File: src/design/pg_params.svh
`ifndef PG_PARAMS_SVH
`define PG_PARAMS_SVH

// register offsets
`define PG_MODE_ADDR      8'h17
`define PG_A_SEL_ADDR     8'h18
`define PG_A_FAULT_ADDR   8'h19
`define PG_B_SEL_ADDR     8'h1A
`define PG_B_FAULT_ADDR   8'h1B

// field positions in the mode register
`define PG_MODE_B_GATED   6
`define PG_MODE_A_GATED   2

// reset values
`define PG_SEL_RESET      8'h00
`define PG_FAULT_RESET    7'h00
`define PG_MODE_RESET     2'h0

// timing
`define PG_CLK_KHZ        50000
`define PG_RISE_DELAY_MS  11
`define PG_RISE_DELAY_CYC (`PG_RISE_DELAY_MS * `PG_CLK_KHZ)
`define PG_CNT_W          20

`endif

File: src/design/pg_pkg.sv
package pg_pkg;

   // one bit per monitored source, msb first as in the registers
   typedef struct packed {
      logic thermal_warning;
      logic analog_supply;
      logic ext_monitor_two;
      logic ext_monitor_one;
      logic boost;
      logic step_down_second;
      logic step_down_first;
   } src_s;

   typedef struct packed {
      logic rise_delay_en;
      src_s use_src;
   } sel_s;

   typedef struct packed {
      logic b_fault_gated_mode;
      logic a_fault_gated_mode;
   } mode_s;

   typedef struct packed {
      logic [7:0] addr;
      logic [7:0] wdata;
      logic       wr;
      logic       rd;
   } bus_req_s;

endpackage : pg_pkg

File: src/design/power_good_fault_latching.sv
// What this block does
// RULE1 - first output thermal latch, bit 6, set when selected thermal drops output
// RULE2 - first output analog latch, bit 5, set when selected analog drops output
// RULE3 - first output monitor-two latch, bit 4, set when selected source drops output
// RULE4 - first output monitor-one latch, bit 3, set when selected source drops output
// RULE5 - first output boost latch, bit 2, set when selected boost drops output
// RULE6 - first output second-buck latch, bit 1, set when selected source drops it
// RULE7 - first output first-buck latch, bit 0, set when selected source drops it
// RULE8 - latch stays set; write one clears only while its source is valid
// RULE9 - second output bit 7 delays its rise by 11 ms; zero means none
// RULE10 - second output select bit 6 includes thermal warning; zero masks it
// RULE11 - second output select bit 5 includes analog supply; zero masks it
// RULE12 - second output select bit 4 includes monitor two; zero masks it
// RULE13 - second output select bit 3 includes monitor one; zero masks it
// RULE14 - second output select bit 2 includes boost; zero masks it
// RULE15 - second output select bit 1 includes second buck; zero masks it
// RULE16 - second output select bit 0 includes first buck; zero masks it
// RULE17 - after reset the select bits load from one-time configuration memory
// RULE18 - second output fault latches behave like the first output's
// RULE19 - live mode output follows current validity of selected sources
// RULE20 - fault-gated mode output stays inactive while any latch is set
// RULE21 - first output has its own seven select bits, one includes
// RULE22 - live output valid only when all selected sources valid; masked ignored
// RULE23 - reserved bit 7 of each fault register reads zero, ignores writes
`timescale 1ns/100ps
`include "pg_params.svh"

////////////////////////////////////////////////////////////////////////////////
// rise delay stage, one per output

module pg_rise_delay #(
   parameter logic [`PG_CNT_W-1:0] DELAY_CYC = `PG_CNT_W'(`PG_RISE_DELAY_CYC)
) (
   input  wire logic clk,  // system clock
   input  wire logic rstn, // async reset, active low
   input  wire logic raw,  // undelayed power-good
   input  wire logic en,   // rise delay enable
   output logic      out   // delayed power-good
);
   logic [`PG_CNT_W-1:0] cnt;
   logic [`PG_CNT_W-1:0] next_cnt;
   logic                 next_out;

   always_comb
   begin
      next_cnt = cnt;
      next_out = out;
      if (!raw)
      begin
         next_cnt = '0;
         next_out = 1'b0;
      end
      else if (!en)
      begin
         next_out = 1'b1;
      end
      else if (!out)
      begin
         // rise only after the full delay with raw held high
         if (cnt == DELAY_CYC - `PG_CNT_W'(1))
            next_out = 1'b1;
         else
            next_cnt = cnt + `PG_CNT_W'(1);
      end
   end

   always_ff @(posedge clk or negedge rstn)
   begin
      if (!rstn)
      begin
         cnt <= '0;
         out <= 1'b0;
      end
      else
      begin
         cnt <= next_cnt;
         out <= next_out;
      end
   end
endmodule : pg_rise_delay

////////////////////////////////////////////////////////////////////////////////
// top

module power_good_fault_latching #(
   parameter logic [`PG_CNT_W-1:0] RISE_DELAY_CYCLES =
      `PG_CNT_W'(`PG_RISE_DELAY_CYC)
) (
   input  wire logic            clk,              // 50 MHz clock
   input  wire logic            rstn,             // async reset, active low
   input  wire pg_pkg::bus_req_s bus,             // register request
   output logic [7:0]           rdata,            // read data, next cycle
   input  wire pg_pkg::src_s    source_valid,     // source valid pins
   input  wire pg_pkg::sel_s    otp_sel_a,        // default first select
   input  wire pg_pkg::sel_s    otp_sel_b,        // default second select
   input  wire pg_pkg::mode_s   otp_mode,         // default modes
   output logic                 power_good_out_a, // first power-good
   output logic                 power_good_out_b  // second power-good
);
   import pg_pkg::*;

   /////////////////////////////////////////////////////////////////////////////
   // input synchronisers

   src_s vld_meta;
   src_s vld;

   always_ff @(posedge clk or negedge rstn)
   begin
      if (!rstn)
      begin
         // read valid until the pins arrive: no false latch
         vld_meta <= '1;
         vld      <= '1;
      end
      else
      begin
         vld_meta <= source_valid;
         vld      <= vld_meta;
      end
   end

   /////////////////////////////////////////////////////////////////////////////
   // registers

   sel_s       sel_a;
   sel_s       sel_b;
   mode_s      mode;
   src_s       fault_a;
   src_s       fault_b;
   logic       otp_loaded;
   logic [7:0] rdata_q;
   sel_s       next_sel_a;
   sel_s       next_sel_b;
   mode_s      next_mode;
   src_s       next_fault_a;
   src_s       next_fault_b;
   logic       next_otp_loaded;
   logic [7:0] next_rdata;
   src_s       set_a;
   src_s       set_b;
   src_s       clr_a;
   src_s       clr_b;
   logic       wr_ok;

   always_comb
   begin
      wr_ok = bus.wr && otp_loaded;
      // masked sources never latch
      set_a = sel_a.use_src & ~vld;
      set_b = sel_b.use_src & ~vld;
      // clear only where the source is valid again
      clr_a = (wr_ok && bus.addr == `PG_A_FAULT_ADDR) ?       // RULE8
              src_s'(bus.wdata[6:0]) & vld : '0;
      clr_b = (wr_ok && bus.addr == `PG_B_FAULT_ADDR) ?
              src_s'(bus.wdata[6:0]) & vld : '0;

      next_sel_a      = sel_a;
      next_sel_b      = sel_b;
      next_mode       = mode;
      next_otp_loaded = 1'b1;
      if (!otp_loaded)
      begin
         next_sel_a = otp_sel_a;                             // RULE17
         next_sel_b = otp_sel_b;                             // RULE17
         next_mode  = otp_mode;
      end
      else if (wr_ok)
      begin
         case (bus.addr)
            `PG_A_SEL_ADDR: next_sel_a = sel_s'(bus.wdata);  // RULE21
            `PG_B_SEL_ADDR: next_sel_b = sel_s'(bus.wdata);
            `PG_MODE_ADDR:
            begin
               next_mode.a_fault_gated_mode = bus.wdata[`PG_MODE_A_GATED];
               next_mode.b_fault_gated_mode = bus.wdata[`PG_MODE_B_GATED];
            end
            default: ;
         endcase
      end

      // set wins over clear
      next_fault_a = fault_a & ~clr_a;
      next_fault_a.thermal_warning  = fault_a.thermal_warning
         & ~clr_a.thermal_warning | set_a.thermal_warning;   // RULE1
      next_fault_a.analog_supply    = fault_a.analog_supply
         & ~clr_a.analog_supply | set_a.analog_supply;       // RULE2
      next_fault_a.ext_monitor_two  = fault_a.ext_monitor_two
         & ~clr_a.ext_monitor_two | set_a.ext_monitor_two;   // RULE3
      next_fault_a.ext_monitor_one  = fault_a.ext_monitor_one
         & ~clr_a.ext_monitor_one | set_a.ext_monitor_one;   // RULE4
      next_fault_a.boost            = fault_a.boost
         & ~clr_a.boost | set_a.boost;                       // RULE5
      next_fault_a.step_down_second = fault_a.step_down_second
         & ~clr_a.step_down_second | set_a.step_down_second; // RULE6
      next_fault_a.step_down_first  = fault_a.step_down_first
         & ~clr_a.step_down_first | set_a.step_down_first;   // RULE7
      next_fault_b = fault_b & ~clr_b | set_b;               // RULE18

      next_rdata = 8'h00;
      if (bus.rd)
      begin
         case (bus.addr)
            `PG_MODE_ADDR:
            begin
               next_rdata[`PG_MODE_A_GATED] = mode.a_fault_gated_mode;
               next_rdata[`PG_MODE_B_GATED] = mode.b_fault_gated_mode;
            end
            `PG_A_SEL_ADDR:   next_rdata = sel_a;
            `PG_B_SEL_ADDR:   next_rdata = sel_b;
            `PG_A_FAULT_ADDR: next_rdata = {1'b0, fault_a};   // RULE23
            `PG_B_FAULT_ADDR: next_rdata = {1'b0, fault_b};   // RULE23
            default:          next_rdata = 8'h00;
         endcase
      end
   end

   always_ff @(posedge clk or negedge rstn)
   begin
      if (!rstn)
      begin
         sel_a      <= `PG_SEL_RESET;
         sel_b      <= `PG_SEL_RESET;
         mode       <= `PG_MODE_RESET;
         fault_a    <= `PG_FAULT_RESET;
         fault_b    <= `PG_FAULT_RESET;
         otp_loaded <= 1'b0;
         rdata_q    <= 8'h00;
      end
      else
      begin
         sel_a      <= next_sel_a;
         sel_b      <= next_sel_b;
         mode       <= next_mode;
         fault_a    <= next_fault_a;
         fault_b    <= next_fault_b;
         otp_loaded <= next_otp_loaded;
         rdata_q    <= next_rdata;
      end
   end

   assign rdata = rdata_q;

   /////////////////////////////////////////////////////////////////////////////
   // power-good combination

   logic live_a;
   logic live_b;
   logic raw_a;
   logic raw_b;

   always_comb
   begin
      live_a = &(vld | ~sel_a.use_src);                      // RULE22
      live_b = (vld.thermal_warning  | ~sel_b.use_src.thermal_warning)  // RULE10
             & (vld.analog_supply    | ~sel_b.use_src.analog_supply)    // RULE11
             & (vld.ext_monitor_two  | ~sel_b.use_src.ext_monitor_two)  // RULE12
             & (vld.ext_monitor_one  | ~sel_b.use_src.ext_monitor_one)  // RULE13
             & (vld.boost            | ~sel_b.use_src.boost)            // RULE14
             & (vld.step_down_second | ~sel_b.use_src.step_down_second) // RULE15
             & (vld.step_down_first  | ~sel_b.use_src.step_down_first); // RULE16
      raw_a = mode.a_fault_gated_mode ? ~|fault_a : live_a;  // RULE19
      raw_b = mode.b_fault_gated_mode ? ~|fault_b : live_b;  // RULE20
   end

   pg_rise_delay #(.DELAY_CYC(RISE_DELAY_CYCLES)) u_delay_a (
      .clk  (clk),
      .rstn (rstn),
      .raw  (raw_a),
      .en   (sel_a.rise_delay_en),
      .out  (power_good_out_a)
   );

   pg_rise_delay #(.DELAY_CYC(RISE_DELAY_CYCLES)) u_delay_b (
      .clk  (clk),
      .rstn (rstn),
      .raw  (raw_b),
      .en   (sel_b.rise_delay_en),                           // RULE9
      .out  (power_good_out_b)
   );
endmodule : power_good_fault_latching

File: config.mk
export PLATFORM = sky130hd
export DESIGN_NAME = power_good_fault_latching
export DESIGN_NICKNAME = d
export VERILOG_FILES = /design/src/design/pg_pkg.sv /design/src/design/power_good_fault_latching.sv
export VERILOG_INCLUDE_DIRS = /design/src /design/src/design
export SDC_FILE = /design/constraint.sdc
export NUM_CORES = 1
export LEC_CHECK = 0
export BUFFER_PORTS_ARGS = -buffer_cell sky130_fd_sc_hd__buf_2
export CORE_MARGIN = 2
export CORE_UTILIZATION = 40
export DETAILED_ROUTE_END_ITERATION = 7
export GPL_ROUTABILITY_DRIVEN = 0
export PLACE_DENSITY_LB_ADDON = 0.2
export SYNTH_ARGS = -nofsm -noshare
export SYNTH_HDL_FRONTEND = slang
export SYNTH_HIERARCHICAL = 1
export SYNTH_SLANG_ARGS = --single-unit
File: constraint.sdc
create_clock -name clk -period 2.7 [get_ports clk]
set_input_delay 0.27 -clock clk [delete_from_list [all_inputs] [get_ports clk]]
set_output_delay 0.27 -clock clk [all_outputs]
set_load 0.05 [all_outputs]
==> results.md <==
* Root Buffer Master: clkbuf_16
* Placement Setup Slack at 0.5361 ns
* Fin util at 47.37%
* Setup crit start: vld[6]$_DFF_PN1_
* I/O pins at 55
* Initial core utilization at 41.08%
* Average wire per standard cell at 16.87 um
* Static leakage at 2.196 nW
* Final instance area at 5713 um2
* Largest net degree at the start of global routing at 47
* Synth Instances at 464
* Worst min-delay path startpoint: source_valid[6]
* Final Setup Violations at 0
* Die ar. at 13290 um2
* RSZ-0062 raised after global routing: false
* Avg Synthesized Cell Area at 10.68 um2
* Placed Area at 5403 um2
* Non-filler cells, final at 691
* CP Capture Type: register
* Tcrit/Tclk final at 78.57%
* DRC Markers at 0
* Yosys warning total at 6
* Inst Count DP at 674
* Worst IR Drop VDD at 0.2845 mV
* Diode count at 0
* Die Width at 115.3 um
* Final WS setup at 0.5786 ns
* Crit path launch type: register
* CP required at 2.95 ns
* Reg-to-reg startpoint: vld[6]$_DFF_PN1_
* Sw frac at 24.07%
* Layout area overhead at 15.30%
* Nets at 565
* Main synth FF type: dfrtp_1
* Drt total wl at 11.66 mm
* I/O Buffers at 54
* WHS at 0.02415 ns
* Setup_tns at 0 ns
* Vias post-DR at 3896
* Post-DP HPWL at 8.231 mm
* Global-route wire length before repair at 19.20 mm
* Flop and latch count out of synthesis at 97
* Core Area at 12060 um2
* Area of the multi-input gates at 2357 um2
* Hold Vio Cnt, Final at 0
* Synth area leader: dfrtp_1
* Reg clk slew, reported paths at 0.07 ns
* Vias per cell at 5.638
* Tot GR Track Use at 18.46%
* Fill count at 1141
* Hold Crit Class: in -> reg
* Die Height at 115.3 um
* Max Freq at 471.4 MHz
* DR pass1 iterations at 5
* DRT antenna net count at 0
* Worst slew pin tran at 0.6182 ns
* Slew headroom at 58.78%
* Clk sink count at 97
* Crit-path max FO at 18
* Overflow after GRT at 0
* Register area at 2445 um2
* Share of layout cells above drive strength 1 at 22.37%
* H-tree depth at 3
* FFs w/ async S/R, synth at 100.0%
* Power Dens Cells at 543.6 nW/um2
* Max Cap Viol at 0
* Post-synth top area share at 41.92%
* Outcome: completed
* Mapped cell area at 4955 um2
* Initial DRC count at 422
* CTS Buf Count at 9
* Post-synth EDFFs at 0
* Net Switching at 0.7474 mW
* Skew final at 0.009069 ns
* Max Slew Vio Count at 0
* Sequential share of power at 49.5%
* Initial antenna violation count at 0
* Vias in the first global route at 3732
* CP Data Arrival Time at 2.37 ns
* Syn_nets at 511
* Clock share of power at 41.6%
* Post-synth cell types at 64
* Sequential-to-total area share from yosys stat at 49.34%
* Worst skew pair latency at 0.34 ns
* Site row count at 40
* Main area contributors after synthesis: dfrtp_1, dfstp_2, o41ai_1
* Period minus WS final at 2.121 ns
* CTS tree: built
* Pwr Total at 3.106 mW
* Setup CP Type: reg -> reg
* Pint at 2.358 mW
* Comb power frac at 8.8%
* Clock buffer depth at 2
## synthesized netlist by cell type, drive strengths merged, types with 8 or more instances
master and number:
nand2b 22, or4 9, and2 9, o21ai 15, nand2 47, dfstp 14
nand3 17, dfrtp 83, o31ai 10, nor2 18, nor4 8, inv 9
nor2b 20, a21oi 10, a221o 10, o41ai 22, or3 14, nand4 14
buf 14, xnor2 10
## power groups by stage
stage	clock network, mW	logic (mW)	registers, mW
2_1_floorplan	0	0.161	1.55
3_5_place_dp	0	0.275	1.56
5_1_grt	1.39	0.304	1.54
3_3_place_gp	0	0.271	1.56
4_1_cts	1.33	0.277	1.54
6_report	1.29	0.274	1.54
## layout by cell type (no fill, tap or decap), types with 10 or more instances in the layout
master,n
nand2_1,46
nand4_1,13
buf_2,53
nand2b_1,22
a221o_1,10
o31ai_1,10
or3_1,12
nand3_1,15
dfstp_2,14
dfrtp_1,83
nor2_1,18
a21oi_1,10
xnor2_1,10
nor2b_1,20
o41ai_1,19
## area by class of cell
cell class | count | share of cell area (%)
flip-flops and latches | 97 | 42.79
multi-input cells | 336 | 41.26
repair buffers | 64 | 6.351
clock buffers | 12 | 4.314
well taps | 168 | 3.679
clock inverters | 4 | 0.9417
inverters | 10 | 0.6570
## registers in the layout, indices dropped and copies added (netlist names)
signal and count:
u_delay_a/cnt 20, u_delay_b/cnt 20, rdata 8, sel_a 8
sel_b 8, fault_a 7, fault_b 7, vld 7
vld_meta 7, mode 2, otp_loaded 1, u_delay_a/out 1
u_delay_b/out 1
## worst max-delay path: stages, from the launching register on
cell and delay (ns):
dfstp_2 0.56, nand2b_1 0.14, nand2_1 0.06, o41ai_1 0.37, buf_4 0.22, clkinv_1 0.40, a21oi_1 0.27
## what timing repair did
item	in CTS	in global routing
resized for setup	0	0
buffers inserted	0	0
hold buffers	1	0
endpoints found under the hold margin	42	0
## layer usage
layer	vias to the layer above	GRT usage [%]	routed length, um
li1	1856	-	-
met1	1925	27.71	5847
met2	108	26.82	5084
met3	7	4.375	642
met4	0	4.900	81
met5	-	0	0
## kinds of logic (layout without fill, tap and decap cells)
| group | after synthesis | count (layout) | synth area share (%) |
|---|---|---|---|
| and+or+nand+nor | 205 | 205 | 24.19 |
| AOI/OAI and AO/OA | 102 | 102 | 16.04 |
| DFF | 97 | 97 | 49.34 |
| buffers and inverters | 31 | 90 | 3.232 |
| xor gates and xnor gates | 16 | 16 | 2.828 |
| muxes | 10 | 10 | 3.788 |
| adders and majority gates | 2 | 2 | 0.5050 |
| other | 1 | 1 | 0.07568 |
## worst paths after layout
kind,end,slack (ns),depth (start not counted)
worst max register to register,u_delay_b/cnt[12]$_DFFE_PN0P_,0.58,6
worst min register to register,vld[0]$_DFF_PN1_,0.36,0
min in group asynchronous,rdata[3]$_DFF_PN0_,0.48,2
worst max-delay path,u_delay_b/cnt[12]$_DFFE_PN0P_,0.58,6
max in group asynchronous,vld[5]$_DFF_PN1_,1.45,3
worst min-delay path,vld_meta[6]$_DFF_PN1_,0.02,1
Power figures use the tool's default switching activity.
